## src/include/timer_pwm_defines.vh

```
// register offsets, field positions and reset values of the timer block
`ifndef TIMER_PWM_DEFINES_VH
`define TIMER_PWM_DEFINES_VH

// ---------------------------------------------------------------
// global registers (byte offsets)
// ---------------------------------------------------------------
`define OFS_START          8'h00
`define OFS_SYNC           8'h04
`define OFS_MODE           8'h08
`define OFS_PIN_STATUS     8'h0C

// ---------------------------------------------------------------
// per-channel block: base = (channel + 1) * 0x20
// ---------------------------------------------------------------
`define CH_STRIDE_SHIFT    5
`define IDX_CTRL           3'h0
`define IDX_IO             3'h1
`define IDX_COUNT          3'h2
`define IDX_GEN_A          3'h3
`define IDX_GEN_B          3'h4
`define IDX_BUFA           3'h5
`define IDX_BUFB           3'h6

// ---------------------------------------------------------------
// fields
// ---------------------------------------------------------------
`define MODE_RSPWM_BIT     5
`define MODE_BUF_BIT       6
`define MODE_LVL3_BIT      7
`define MODE_LVL4_BIT      8
`define CTRL_PSC_LSB       0
`define CTRL_EDGE_LSB      3
`define CTRL_CLR_LSB       5
`define IO_PINB_LSB        0
`define IO_PINA_LSB        2

// ---------------------------------------------------------------
// encodings
// ---------------------------------------------------------------
`define CLR_NONE           2'h0
`define CLR_ON_A           2'h1
`define CLR_ON_B           2'h2
`define CLR_SYNC           2'h3
`define ACT_NONE           2'h0
`define ACT_LOW            2'h1
`define ACT_HIGH           2'h2
`define ACT_TOGGLE         2'h3
`define EDGE_RISE          2'h0
`define EDGE_FALL          2'h1

// ---------------------------------------------------------------
// reset values
// ---------------------------------------------------------------
`define RST_GR             16'hFFFF
`define RST_COUNT          16'h0000

`endif
```

## src/design/timer_pwm.v

```verilog
// five-channel 16-bit timer with synchronization, pwm and reset-synchronized pwm
//
// The register addresses and the APB interface to the registers were left to the implementer.
`timescale 1ns/1ps
`include "timer_pwm_defines.vh"

module timer_pwm #(
    parameter NCH = 5
) (
    // clock and reset
    input  wire        pclk,
    input  wire        presetn,
    // apb slave
    input  wire        psel,
    input  wire        penable,
    input  wire        pwrite,
    input  wire [7:0]  paddr,
    input  wire [31:0] pwdata,
    output reg  [31:0] prdata,
    output reg         pready,
    output reg         pslverr,
    // external count clocks
    input  wire [3:0]  ext_clk_in,
    // timer pins
    output reg  [4:0]  chan_pin_a,
    output reg  [4:0]  chan_pin_b,
    output reg  [4:0]  chan_pin_b_oe_n,
    output reg         ch4_aux_out_a,
    output reg         ch4_aux_out_b
);

    // ---------------------------------------------------------------
    // state
    // ---------------------------------------------------------------
    reg  [4:0]  run_ff;
    reg  [4:0]  sync_ff;
    reg  [8:0]  mode_ff;
    reg  [6:0]  ctrl_ff   [0:4];
    reg  [3:0]  io_ff     [0:4];
    reg  [15:0] cnt_ff    [0:4];
    reg  [15:0] gra_ff    [0:4];
    reg  [15:0] grb_ff    [0:4];
    reg  [15:0] bufa_ff   [0:1];
    reg  [15:0] bufb_ff   [0:1];
    reg  [4:0]  wave_a_ff;
    reg  [4:0]  wave_b_ff;
    reg  [2:0]  pair_ff;
    reg  [2:0]  div_ff;
    reg  [3:0]  ext_s1_ff;
    reg  [3:0]  ext_s2_ff;
    reg  [3:0]  ext_s3_ff;

    reg  [15:0] nxt_cnt   [0:4];
    reg  [15:0] nxt_gra   [0:4];
    reg  [15:0] nxt_grb   [0:4];
    reg  [4:0]  nxt_wave_a;
    reg  [4:0]  nxt_wave_b;
    reg  [2:0]  nxt_pair;
    reg  [4:0]  nxt_pin_a;
    reg  [4:0]  nxt_pin_b;
    reg  [4:0]  nxt_oe_n;
    reg         nxt_aux_a;
    reg         nxt_aux_b;
    reg  [4:0]  tick;
    reg  [4:0]  match_a;
    reg  [4:0]  match_b;
    reg  [4:0]  own_clr;
    reg  [4:0]  clr;
    reg         sync_clr;
    reg  [31:0] rd_data;
    reg         rd_err;
    reg  [2:0]  psc;
    reg  [1:0]  act;
    reg         pair_t2;
    reg         pair_t3;
    integer     c;
    integer     r;

    // ---------------------------------------------------------------
    // decode
    // ---------------------------------------------------------------
    wire        rs_mode  = mode_ff[`MODE_RSPWM_BIT];
    wire        buf_en   = mode_ff[`MODE_BUF_BIT];
    wire [2:0]  blk      = paddr[7:5];
    wire [2:0]  idx      = paddr[4:2];
    wire [2:0]  ch       = blk - 3'h1;
    wire        is_glob  = (blk == 3'h0);
    wire        is_chan  = (blk != 3'h0) && (blk <= 3'h5);
    wire        has_buf  = (ch == 3'h3) || (ch == 3'h4);
    wire        bsel     = (ch == 3'h4);
    // write lands on the edge where the master sees pready high
    wire        wr       = psel && penable && pwrite && pready && (paddr[1:0] == 2'h0);
    wire        ch_wr    = wr && is_chan;
    wire [4:0]  ch_onehot = is_chan ? (5'h01 << ch) : 5'h00;

    // ---------------------------------------------------------------
    // count clock selection
    // ---------------------------------------------------------------
    function ext_edge;
        input       s2;
        input       s3;
        input [1:0] sel;
        begin
            if (sel == `EDGE_RISE) begin
                ext_edge = s2 & ~s3;
            end else if (sel == `EDGE_FALL) begin
                ext_edge = ~s2 & s3;
            end else begin
                ext_edge = s2 ^ s3;
            end
        end
    endfunction

    // ---------------------------------------------------------------
    // next-state logic
    // ---------------------------------------------------------------
    always @* begin
        nxt_wave_a = wave_a_ff;
        nxt_wave_b = wave_b_ff;
        nxt_pair   = pair_ff;
        act        = 2'h0;
        for (c = 0; c < NCH; c = c + 1) begin
            nxt_cnt[c] = cnt_ff[c];
            nxt_gra[c] = gra_ff[c];
            nxt_grb[c] = grb_ff[c];
            psc = ctrl_ff[c][`CTRL_PSC_LSB +: 3];
            case (psc)
                3'h0:    tick[c] = 1'b1;
                3'h1:    tick[c] = div_ff[0];
                3'h2:    tick[c] = &div_ff[1:0];
                3'h3:    tick[c] = &div_ff;
                default: tick[c] = ext_edge(ext_s2_ff[psc[1:0]], ext_s3_ff[psc[1:0]],
                                            ctrl_ff[c][`CTRL_EDGE_LSB +: 2]);
            endcase
            tick[c]    = tick[c] & run_ff[c];
            // match sampled while the counter is about to leave the value
            match_a[c] = tick[c] && (cnt_ff[c] == gra_ff[c]);
            match_b[c] = tick[c] && (cnt_ff[c] == grb_ff[c]);
            if (rs_mode && (c == 4)) begin
                match_a[c] = 1'b0;
                match_b[c] = 1'b0;
            end
            case (ctrl_ff[c][`CTRL_CLR_LSB +: 2])
                `CLR_ON_A: own_clr[c] = match_a[c];
                `CLR_ON_B: own_clr[c] = match_b[c];
                default:   own_clr[c] = 1'b0;
            endcase
            if (rs_mode && (c == 3)) begin
                own_clr[c] = match_a[c];
            end
        end
        sync_clr = |(sync_ff & own_clr);
        for (c = 0; c < NCH; c = c + 1) begin
            clr[c] = own_clr[c] || (sync_ff[c] && run_ff[c] && sync_clr &&
                     (ctrl_ff[c][`CTRL_CLR_LSB +: 2] == `CLR_SYNC));
            if (clr[c]) begin
                nxt_cnt[c] = `RST_COUNT;
            end else if (tick[c]) begin
                nxt_cnt[c] = cnt_ff[c] + 16'h0001;
            end
            // sync preset: one write reaches every synchronized counter
            if (ch_wr && (idx == `IDX_COUNT) &&
                (ch_onehot[c] || (sync_ff[c] && |(sync_ff & ch_onehot)))) begin
                nxt_cnt[c] = pwdata[15:0];
            end
            // pin a: pwm or plain compare output
            if (mode_ff[c]) begin
                if (match_a[c] && match_b[c]) begin
                    nxt_wave_a[c] = wave_a_ff[c];
                end else if (match_b[c]) begin
                    nxt_wave_a[c] = 1'b0;
                end else if (match_a[c]) begin
                    nxt_wave_a[c] = 1'b1;
                end
            end else if (match_a[c]) begin
                act = io_ff[c][`IO_PINA_LSB +: 2];
                case (act)
                    `ACT_LOW:    nxt_wave_a[c] = 1'b0;
                    `ACT_HIGH:   nxt_wave_a[c] = 1'b1;
                    `ACT_TOGGLE: nxt_wave_a[c] = ~wave_a_ff[c];
                    default:     nxt_wave_a[c] = wave_a_ff[c];
                endcase
            end
            // pin b keeps its io setting in pwm mode too
            if (match_b[c]) begin
                act = io_ff[c][`IO_PINB_LSB +: 2];
                case (act)
                    `ACT_LOW:    nxt_wave_b[c] = 1'b0;
                    `ACT_HIGH:   nxt_wave_b[c] = 1'b1;
                    `ACT_TOGGLE: nxt_wave_b[c] = ~wave_b_ff[c];
                    default:     nxt_wave_b[c] = wave_b_ff[c];
                endcase
            end
        end
        // reset-synchronized pwm: pairs follow the channel 3 count only
        pair_t2 = tick[3] && (cnt_ff[3] == gra_ff[4]);
        pair_t3 = tick[3] && (cnt_ff[3] == grb_ff[4]);
        if (rs_mode) begin
            nxt_pair[0] = pair_ff[0] ^ (match_b[3] | clr[3]);
            nxt_pair[1] = pair_ff[1] ^ (pair_t2 | clr[3]);
            nxt_pair[2] = pair_ff[2] ^ (pair_t3 | clr[3]);
            if (buf_en && match_a[3]) begin
                nxt_gra[3] = bufa_ff[0];
                nxt_grb[3] = bufb_ff[0];
                nxt_gra[4] = bufa_ff[1];
                nxt_grb[4] = bufb_ff[1];
            end
        end
        for (c = 0; c < NCH; c = c + 1) begin
            if (ch_wr && ch_onehot[c] && (idx == `IDX_GEN_A)) begin
                nxt_gra[c] = pwdata[15:0];
            end
            if (ch_wr && ch_onehot[c] && (idx == `IDX_GEN_B)) begin
                nxt_grb[c] = pwdata[15:0];
            end
        end
        // pin drivers
        nxt_pin_a = nxt_wave_a;
        nxt_pin_b = nxt_wave_b;
        for (c = 0; c < NCH; c = c + 1) begin
            nxt_oe_n[c] = (io_ff[c][`IO_PINB_LSB +: 2] == `ACT_NONE);
        end
        nxt_aux_a = 1'b0;
        nxt_aux_b = 1'b0;
        if (rs_mode) begin
            // polarity: level select high makes the positive phase active high
            nxt_pin_a[3] = nxt_pair[0] ^ ~mode_ff[`MODE_LVL3_BIT];
            nxt_pin_b[3] = ~nxt_pin_a[3];
            nxt_pin_a[4] = nxt_pair[1] ^ ~mode_ff[`MODE_LVL4_BIT];
            nxt_aux_a    = ~nxt_pin_a[4];
            nxt_pin_b[4] = nxt_pair[2] ^ ~mode_ff[`MODE_LVL4_BIT];
            nxt_aux_b    = ~nxt_pin_b[4];
            nxt_oe_n[3]  = 1'b0;
            nxt_oe_n[4]  = 1'b0;
        end
    end

    // ---------------------------------------------------------------
    // register read mux
    // ---------------------------------------------------------------
    always @* begin
        rd_data = 32'h0000_0000;
        rd_err  = 1'b0;
        if (is_glob) begin
            case (paddr)
                `OFS_START:      rd_data = {27'h0, run_ff};
                `OFS_SYNC:       rd_data = {27'h0, sync_ff};
                `OFS_MODE:       rd_data = {23'h0, mode_ff};
                `OFS_PIN_STATUS: rd_data = {15'h0, ch4_aux_out_b, ch4_aux_out_a,
                                            5'h00, chan_pin_b, chan_pin_a};
                default:         rd_err  = 1'b1;
            endcase
        end else if (is_chan) begin
            case (idx)
                `IDX_CTRL:  rd_data = {25'h0, ctrl_ff[ch]};
                `IDX_IO:    rd_data = {28'h0, io_ff[ch]};
                `IDX_COUNT: rd_data = {16'h0, cnt_ff[ch]};
                `IDX_GEN_A: rd_data = {16'h0, gra_ff[ch]};
                `IDX_GEN_B: rd_data = {16'h0, grb_ff[ch]};
                `IDX_BUFA:  begin
                    rd_data = has_buf ? {16'h0, bufa_ff[bsel]} : 32'h0000_0000;
                    rd_err  = ~has_buf;
                end
                `IDX_BUFB:  begin
                    rd_data = has_buf ? {16'h0, bufb_ff[bsel]} : 32'h0000_0000;
                    rd_err  = ~has_buf;
                end
                default:    rd_err  = 1'b1;
            endcase
        end else begin
            rd_err = 1'b1;
        end
        if (paddr[1:0] != 2'h0) begin
            rd_data = 32'h0000_0000;
            rd_err = 1'b1;
        end
    end

    // ---------------------------------------------------------------
    // sequential
    // ---------------------------------------------------------------
    always @(posedge pclk or negedge presetn) begin
        if (!presetn) begin
            run_ff          <= 5'h00;
            sync_ff         <= 5'h00;
            mode_ff         <= 9'h000;
            wave_a_ff       <= 5'h00;
            wave_b_ff       <= 5'h00;
            pair_ff         <= 3'h0;
            div_ff          <= 3'h0;
            ext_s1_ff       <= 4'h0;
            ext_s2_ff       <= 4'h0;
            ext_s3_ff       <= 4'h0;
            prdata          <= 32'h0000_0000;
            pready          <= 1'b0;
            pslverr         <= 1'b0;
            chan_pin_a      <= 5'h00;
            chan_pin_b      <= 5'h00;
            chan_pin_b_oe_n <= 5'h1F;
            ch4_aux_out_a   <= 1'b0;
            ch4_aux_out_b   <= 1'b0;
            for (r = 0; r < NCH; r = r + 1) begin
                ctrl_ff[r] <= 7'h00;
                io_ff[r]   <= 4'h0;
                cnt_ff[r]  <= `RST_COUNT;
                gra_ff[r]  <= `RST_GR;
                grb_ff[r]  <= `RST_GR;
            end
            for (r = 0; r < 2; r = r + 1) begin
                bufa_ff[r] <= `RST_GR;
                bufb_ff[r] <= `RST_GR;
            end
        end else begin
            // one wait state keeps every bus output straight from a flop
            pready  <= psel && penable && !pready;
            pslverr <= psel && penable && !pready && rd_err;
            if (psel && penable && !pready && !pwrite) begin
                prdata <= rd_data;
            end
            div_ff    <= div_ff + 3'h1;
            ext_s1_ff <= ext_clk_in;
            ext_s2_ff <= ext_s1_ff;
            ext_s3_ff <= ext_s2_ff;
            if (wr && is_glob && (paddr == `OFS_START)) begin
                run_ff <= pwdata[4:0];
            end
            if (wr && is_glob && (paddr == `OFS_SYNC)) begin
                sync_ff <= pwdata[4:0];
            end
            if (wr && is_glob && (paddr == `OFS_MODE)) begin
                mode_ff <= pwdata[8:0];
            end
            for (r = 0; r < NCH; r = r + 1) begin
                cnt_ff[r] <= nxt_cnt[r];
                gra_ff[r] <= nxt_gra[r];
                grb_ff[r] <= nxt_grb[r];
                if (ch_wr && ch_onehot[r] && (idx == `IDX_CTRL)) begin
                    ctrl_ff[r] <= pwdata[6:0];
                end
                if (ch_wr && ch_onehot[r] && (idx == `IDX_IO)) begin
                    io_ff[r] <= pwdata[3:0];
                end
            end
            if (ch_wr && has_buf && (idx == `IDX_BUFA)) begin
                bufa_ff[bsel] <= pwdata[15:0];
            end
            if (ch_wr && has_buf && (idx == `IDX_BUFB)) begin
                bufb_ff[bsel] <= pwdata[15:0];
            end
            wave_a_ff       <= nxt_wave_a;
            wave_b_ff       <= nxt_wave_b;
            pair_ff         <= nxt_pair;
            chan_pin_a      <= nxt_pin_a;
            chan_pin_b      <= nxt_pin_b;
            chan_pin_b_oe_n <= nxt_oe_n;
            ch4_aux_out_a   <= nxt_aux_a;
            ch4_aux_out_b   <= nxt_aux_b;
        end
    end

endmodule // timer_pwm

```

## config.mk

```make
export PLATFORM = sky130hd
export DESIGN_NAME = timer_pwm
export DESIGN_NICKNAME = d
export VERILOG_FILES = /design/src/design/timer_pwm.v
export VERILOG_INCLUDE_DIRS = /design/src /design/src/include
export SDC_FILE = /design/constraint.sdc
export NUM_CORES = 1
export LEC_CHECK = 0
export CAP_MARGIN = 20
export CORE_MARGIN = 3
export CORE_UTILIZATION = 55
export DETAILED_ROUTE_END_ITERATION = 8
export DONT_BUFFER_PORTS = 1
export PLACE_DENSITY = 0.71
export SETUP_SLACK_MARGIN = 0.2
export SLEW_MARGIN = 40
export SYNTH_ARGS = -nofsm -noshare
export SYNTH_HDL_FRONTEND = slang
export SYNTH_SLANG_ARGS = --single-unit
```

## constraint.sdc

```tcl
create_clock -name pclk -period 4.79 [get_ports pclk]
set_clock_uncertainty 0.2 [all_clocks]
set_input_delay 0.479 -clock pclk [delete_from_list [all_inputs] [get_ports pclk]]
set_output_delay 0.479 -clock pclk [all_outputs]
set_load 0.01 [all_outputs]
```

# After elaboration in Yosys (flattened, before gate mapping)
# Index checks and enable logic that the tools add are counted.
dict set report totals {
  reg_bits 457
  input_bits 49
  output_inout_bits 51
  word_cells 505
}
dict set report op_classes {
  add_sub_neg 7
  order_cmp 9
  n_eq_ne 88
  shift 1
  n_mux 150
  n_bitwise 59
  reduce_logical 144
}
# cell n
set ops {}
lappend ops {{two-way mux 16 bit} 35}
lappend ops {{== test 16 bit} 12}
lappend ops {{two-way mux 32 bit} 6}
lappend ops {{binary-select mux 16 bit (select 3 bit)} 3}
lappend ops {{one-hot mux 16 bit (7 select lines)} 1}
lappend ops {{logical AND 1 bit} 86}
lappend ops {{adder 16 x 1 -> 16 bit, second input constant} 5}
lappend ops {{one-hot mux 17 bit (4 select lines)} 1}
lappend ops {{bitwise mux 32 bit} 2}
lappend ops {{== test 2 bit, second input constant} 30}
lappend ops {{two-way mux 1 bit} 59}
lappend ops {{== test 2 x 1 -> 1 bit, second input constant} 20}
lappend ops {{== test 3 x 2 -> 1 bit, second input constant} 13}
lappend ops {{one-hot mux 1 bit (3 select lines)} 10}
lappend ops {{NOT 1 bit} 26}
lappend ops {{logical NOT 2 bit} 11}
lappend ops {{binary-select mux 7 bit (select 3 bit)} 1}
lappend ops {{logical NOT 3 bit} 7}
lappend ops {{binary-select mux 1 bit (select 2 bit)} 10}
lappend ops {{one-hot mux 1 bit (4 select lines)} 5}
lappend ops {{== test 3 x 1 -> 1 bit, second input constant} 6}
lappend ops {{nonzero test 2 bit} 9}
lappend ops {{nonzero test 3 bit} 6}
lappend ops {{demux 16 bit (select 1 bit)} 1}
lappend ops {{32 further kinds} 93}

# Longest topological paths before layout
dict set report logic_depth {
  depth_word 22
  ltp_mapped 17
  depth_no_buf 11
}

# Worst setup path after synthesis
# OpenSTA, ideal clock, no wires.
dict set report synth_timing {
  path_type {in2reg}
  from {in paddr[5]}
  to {reg prdata[7]}
  setup_time_ps 126
  arrival_ps 3872
  required_ps 4464
  setup_slack_ps 592
  cell_stages 15
  n_path_buf 6
  cell_sequence {clkbuf_1 > buf_2 > buf_2 > buf_2 > inv_1 > ha_1 > ha_1 > clkbuf_1 > nand2_1 > clkbuf_1 > mux2i_1 > o22ai_1 > a21oi_1 > o221ai_1 > a221o_1}
}
dict set report synth_between {
  elab_chain_cells 11
  word_cells_on_any_way 36
  classes_between {add/sub (1); order compare (1); eq/ne (5); mux (22); bitwise (2); reduce/logical (5)}
}
# item line_no
set synth_lines {}
lappend synth_lines {{start: declaration} timer_pwm.v:17} ;# input wire [7:0] paddr,
lappend synth_lines {{subtractor 3 x 1 -> 3 bit} timer_pwm.v:86} ;# wire [2:0] ch = blk - 3'h1;
lappend synth_lines {{== test 3 bit} {timer_pwm.v:89, timer_pwm.v:90}}
lappend synth_lines {{NOT 1 -> 2 bit (implied by the code)} {timer_pwm.v:261, timer_pwm.v:265}}
lappend synth_lines {{two-way mux 16 bit, on equally long branches (4 in a row)} {timer_pwm.v:265, timer_pwm.v:261}}
lappend synth_lines {{one-hot mux 16 bit (7 select lines)} timer_pwm.v:254} ;# case (idx)
lappend synth_lines {{two-way mux 16 bit} timer_pwm.v:253} ;# end else if (is_chan) begin
lappend synth_lines {{two-way mux 32 bit (*)} timer_pwm.v:244} ;# if (is_glob) begin
lappend synth_lines {{two-way mux 32 bit (*)} timer_pwm.v:273} ;# if (paddr[1:0] != 2'h0) begin
lappend synth_lines {{end signal: assignment} timer_pwm.v:318} ;# prdata <= rd_data;
lappend synth_lines {{end: declaration} timer_pwm.v:19} ;# output reg [31:0] prdata,
# Mark *: on every way between the ends. The rest lies on a longest branch, timed or not. The select of a mux whose other input is x is not followed.
# A chain may end at the register's enable or synchronous reset.

# Worst setup path after layout
dict set report layout_timing {
  from {reg div_ff[0]}
  to {reg cnt_ff[22] (netlist name)}
}
dict set report layout_between {
  elab_chain_cells 13
  word_cells_on_any_way 38
  classes_between {mux (15); bitwise (6); reduce/logical (17)}
}
# item line_no
set layout_lines {}
lappend layout_lines {{start: declaration} timer_pwm.v:48} ;# reg [2:0] div_ff;
lappend layout_lines {{start signal: assignment} timer_pwm.v:320} ;# div_ff <= div_ff + 3'h1;
lappend layout_lines {{AND reduction 3 bit or AND reduction 2 bit (tied branches)} {timer_pwm.v:131, timer_pwm.v:130}}
lappend layout_lines {{one-hot mux 1 bit (4 select lines)} timer_pwm.v:127} ;# case (psc)
lappend layout_lines {{bitwise AND 1 bit} timer_pwm.v:135} ;# tick[c] = tick[c] & run_ff[c];
lappend layout_lines {{logical AND 1 bit, on equally long branches} {timer_pwm.v:138, timer_pwm.v:137}}
lappend layout_lines {{one-hot mux 1 bit (2 select lines) or two-way mux 1 bit (tied branches)} {timer_pwm.v:143, timer_pwm.v:139}}
lappend layout_lines {{two-way mux 1 bit or one-hot mux 1 bit (2 select lines) (tied branches)} {timer_pwm.v:148, timer_pwm.v:143}}
lappend layout_lines {{bitwise AND 5 bit} timer_pwm.v:152} ;# sync_clr = |(sync_ff & own_clr);
lappend layout_lines {{OR reduction 5 bit} timer_pwm.v:152}
lappend layout_lines {{logical AND 1 bit (2 in a row)} timer_pwm.v:154} ;# clr[c] = own_clr[c] || (sync_ff[c] && run_ff[c] && sync_clr &&
lappend layout_lines {{logical OR 1 bit} timer_pwm.v:154}
lappend layout_lines {{two-way mux 16 bit} timer_pwm.v:156} ;# if (clr[c]) begin
lappend layout_lines {{two-way mux 16 bit} timer_pwm.v:162} ;# if (ch_wr && (idx == `IDX_COUNT) &&
lappend layout_lines {{end signal: indexed assignment} timer_pwm.v:305} ;# cnt_ff[r] <= `RST_COUNT;
lappend layout_lines {{end signal: indexed assignment} timer_pwm.v:334} ;# cnt_ff[r] <= nxt_cnt[r];
lappend layout_lines {{end: declaration} timer_pwm.v:40} ;# reg [15:0] cnt_ff [0:4];
# Parallel ways exist; a longest one is shown, timed or not.

==> impl_summary.md <==
Synthesis
The most used flip-flop cell after synthesis is sky130_fd_sc_hd__dfstp_2. After synthesis, the largest family of logic cells by area is multiplexers. Of the post-synthesis cell area, the dominant cell type holds 0.221. Yosys attributes the largest share of cell area to sky130_fd_sc_hd__dfstp_2, sky130_fd_sc_hd__dfrtp_1, sky130_fd_sc_hd__mux2_2, sky130_fd_sc_hd__mux2i_1, sky130_fd_sc_hd__xor2_1. The largest total area in the synthesized netlist belongs to sky130_fd_sc_hd__dfstp_2. The synthesized cell area is 27200 sq um.

In this run, distinct cell masters in the synthesized netlist total 96. The synthesized-area fraction occupied by xor and xnor cells is 0.0706. The Yosys warning count is 0. The multiplexer fraction of the synthesized cell area is 0.200. The synthesized-area fraction occupied by and/or/nand/nor cells is 0.127. The fraction of the mapped netlist area in adder cells is 0.0175.

The post-synthesis cell count is 2630. For this run, the register share of the synthesized area comes to 0.412. Of all flip-flops after synthesis, the portion carrying an async set or reset was 1.00. The number of flops mapped to enable cells by yosys is 0. The average cell area after synthesis is 10.3 sq um.

The number of register bits inferred by synthesis is 436. The area fraction in compound gates after synthesis is 0.123.

Setup path
The sort of element at the start of the critical path is a register. The slowest stage of the critical path belongs to the cell sky130_fd_sc_hd__dfrtp_1. The capturing point of the worst reg2reg path is cnt_ff[22]. Across all register-to-register paths, the minimum setup slack is 500 ps. Together, buffers and inverters on the worst path number 2. The classification of the worst setup path is register to register. The worst register-to-register path begins at div_ff[0]. The critical path goes through ha_1 > ha_1 > mux2i_1 > a221oi_1 > a31o_2 > nand3_1 > a2bb2oi_4 > a31oi_1 > buf_4 > or2_1 > buf_4 > o31ai_1. The required time of the critical path is 5060 ps. The family with the most delay on the worst path is compound AO/OA/AOI/OAI gates.

Of all nets on the critical path, the largest fanout is 16. The number of cells on the worst reg-to-reg path is 12. The data arrival at the endpoint of the critical path is 4560 ps. The delay contributed by the slowest stage of the critical path is 520 ps. The kind of end point of the critical path is a register.

Global route
In the global route stage, overall resource usage came out at 0.358. The number of antenna violations at the first check in global routing is 2. The via count of the first global-routing pass is 21600. The first global-routing pass estimated 142000 microns of wire.

The pin count of the biggest net entering global routing is 437. The remaining global-route overflow is 0.

Pwr
The proportion of power drawn by the clock network is 0.461. The share of total power dissipated in combinational logic is 0.080. The worst-case IR drop observed on VDD is 342 uV. Of the total power, the share spent switching nets is 0.258. The total power divided by cell area is 286 nW/um^2. The proportion of power drawn by flip-flops and latches is 0.459. The internal power of the cells totals 6280 uW. The analysis attributes to cell leakage a power of 0.0127 uW. The net switching power of the design is 2190 uW.

Clock network
Clock tree synthesis inserted a total of 49 buffers. The CTS clock-pin slew for the worst setup and hold paths is 60 ps. The H-tree was split into 2 levels.

The clock tree from TritonCTS is done. The clock insertion delay at the later pin of the skew report is 630 ps. The setup fix buffers added after clock tree synthesis is 0. The maximum count of clock buffers along a single path is 3. The tree built by TritonCTS fans out to 436 sinks. The CTS root buffer is sky130_fd_sc_hd__clkbuf_16.

The number of resized instances in the post-cts repair step is 0. The hold buffer count at cts is 53.

Place
Once detailed placement completed, the half-perimeter wirelength came to 65400 microns. Routability-driven placement finished with a final weighted congestion of 0.970. Port buffering added 0 buffers. After detailed placement, the total cell area comes to 27300 sq um.

Route
In the final routed layout, each cell accounts on average for 29.1 microns. Detailed routing inserted a total of 22400 vias. The final layout contains routed wiring with a total length of 95000 microns.

The detailed router finished its first iteration with 2914 violations. In the routed design, unresolved DRC markers number 0. The first detailed-routing pass took 6 iterations. The via count normalized by instance count is 6.86. The detail route stage leaves a number of antenna-violating nets equal to 0.

Cells and area
The post-layout net count is 2649. Compared with the post-synthesis result, the final layout area differs by 9.08%. The footprint of the multi-input gates is 14700 sq um. The filler cell count is 3929. The top cell types in the final layout, fill and taps aside, are sky130_fd_sc_hd__nand2_1, sky130_fd_sc_hd__mux2_2, sky130_fd_sc_hd__dfstp_2. The finished cells cover 29600 sq um. The combined flip-flop and latch cell area is 11200 sq um. Leaving out fill and tap cells, the most frequent cell in the layout is sky130_fd_sc_hd__nand2_1. In the final layout, the share of cells above drive strength 1 is 0.273.

Floorplan
The area of the core is 48200 sq um. The initial core utilization is 0.563. 100 I/O pins were placed. The die covers 52100 sq um. Row generation in the floorplan step produced 80 rows. Measured along the y axis, the die boundary spans 228 microns. The die is 228 microns wide.

STA
The number of setup violations in the final report is 0. The share of the clock period used by the worst path after layout is 0.896. Setup repair after global routing left no endpoint under its margin. The worst pin sits at a relative slew slack of 0.347. Timing would allow up to 0.233 GHz. The transition time of the tightest slew-check pin is 980 ps. The post-route setup TNS is 0 ps. The worst slack on hold paths is -642 ps. The count of final hold-check violations is 336. The final-report max-slew violation count is 0. The minimum clock period is 4290 ps.

Run
The number of maximum-capacitance constraint violations is 0.

Worst hold path
The type of the tightest min-delay check is input pin to asynchronous set/reset pin.

Run status
The flow ran to the end, but the final reports show violations. The final reports fail on negative hold slack.
## power groups by stage
stage	logic [uW]	registers (uW)	clock network, uW
global route	700	3890	4090
CTS	654	3880	3920
detailed placement	518	3940	0
finish	680	3890	3900
floorplan	473	3850	0
global placement	501	3930	0
## final cells by class
cell class	instances	share of cell area
Clock inverter	18	0.00502
Clock buffer	73	0.0506
Timing Repair Buffer	108	0.0360
Inverter	50	0.00633
Tap cell	656	0.0277
Sequential cell	436	0.378
Multi-Input combinational cell	1917	0.496
Antenna cell	4	0.000338
## synthesized netlist by cell type, types with 6 or more instances
master and n:
sky130_fd_sc_hd__a31oi_1 56, sky130_fd_sc_hd__nand2_1 266, sky130_fd_sc_hd__nor4_1 51, sky130_fd_sc_hd__dfstp_2 229, sky130_fd_sc_hd__o21ai_0 88, sky130_fd_sc_hd__and2_1 9, sky130_fd_sc_hd__a22o_1 7, sky130_fd_sc_hd__buf_2 65
sky130_fd_sc_hd__o221ai_1 26, sky130_fd_sc_hd__o22ai_1 35, sky130_fd_sc_hd__dfrtp_1 207, sky130_fd_sc_hd__mux2_2 233, sky130_fd_sc_hd__buf_4 27, sky130_fd_sc_hd__or3_1 10, sky130_fd_sc_hd__nor2b_1 6, sky130_fd_sc_hd__mux4_2 52
sky130_fd_sc_hd__nand2b_1 13, sky130_fd_sc_hd__and3_1 30, sky130_fd_sc_hd__nor3_1 25, sky130_fd_sc_hd__and4_1 6, sky130_fd_sc_hd__nand4_1 44, sky130_fd_sc_hd__clkbuf_1 124, sky130_fd_sc_hd__o31ai_1 21, sky130_fd_sc_hd__xnor2_1 48
sky130_fd_sc_hd__buf_1 9, sky130_fd_sc_hd__o211ai_1 21, sky130_fd_sc_hd__a21oi_1 108, sky130_fd_sc_hd__xor2_1 171, sky130_fd_sc_hd__mux2i_1 159, sky130_fd_sc_hd__buf_6 13, sky130_fd_sc_hd__inv_1 49, sky130_fd_sc_hd__nand3_1 86
sky130_fd_sc_hd__a22oi_1 43, sky130_fd_sc_hd__nor2_1 131, sky130_fd_sc_hd__ha_1 38
## metal layers
layer | part of all wire | GRT usage
met2 | 0.42 | 0.511
met3 | 0.12 | 0.110
met4 | 0.059 | 0.180
met5 | 0 | 0
met1 | 0.40 | 0.492
## metrics by stage
stage / setup slack (ps) / utilization / hold WS, ps / std cells / power (uW)
4_1_cts: 716 / 0.614 / -658 / 3258 / 8460
2_1_floorplan: 592 / - / -16.6 / 2644 / 4320
3_3_place_gp: 778 / 0.566 / -5.09 / 3112 / 4430
5_1_grt: 434 / 0.614 / -658 / 3260 / 8680
6_report: 499 / 0.614 / -642 / 3262 / 8460
3_5_place_dp: 712 / 0.566 / -1.71 / 3114 / 4460
## flip-flops by register name, indices dropped and copies added (netlist names), 9 cells and up
signal and count:
mode_ff 9, io_ff 20, bufb_ff 32, prdata 17
cnt_ff 80, gra_ff 80, ctrl_ff 35, grb_ff 80
bufa_ff 32
## cell families (layout without fill, tap and decap cells)
| family | count (synthesis) | in the layout |
|---|---|---|
| AO/OA/AOI/OAI | 485 | 485 |
| XOR/XNOR | 219 | 219 |
| adder cells (fa/ha/maj) | 38 | 38 |
| buffers and inverters | 291 | 249 |
| flip-flops | 436 | 436 |
| multiplexers | 447 | 447 |
| other | 1 | 19 |
| AND/OR/NAND/NOR | 713 | 713 |
## worst max path at each step
| stage | start | to | slack, ps | cells after the start |
|---|---|---|---|---|
| after floorplan | paddr[5] | prdata[7] | 590 | 15 |
| after global placement | ctrl_ff[21] | cnt_ff[14] | 780 | 10 |
| after detailed placement | div_ff[0] | cnt_ff[22] | 710 | 12 |
| after CTS | div_ff[0] | cnt_ff[24] | 720 | 12 |
| after global routing | div_ff[0] | cnt_ff[22] | 430 | 12 |
| final | div_ff[0] | cnt_ff[22] | 500 | 12 |
## worst reg2reg max path: cells and delay by family (launching register included)
| family | cells | cell delay, ps |
|---|---|---|
| DFF | 1 | 520 |
| AOI/OAI and AO/OA | 5 | 1490 |
| muxes | 1 | 200 |
| and+or+nand+nor | 2 | 430 |
| adders and majority gates | 2 | 840 |
| buffers and inverters | 2 | 500 |
Note: power is estimated with default switching activity, not from simulation.
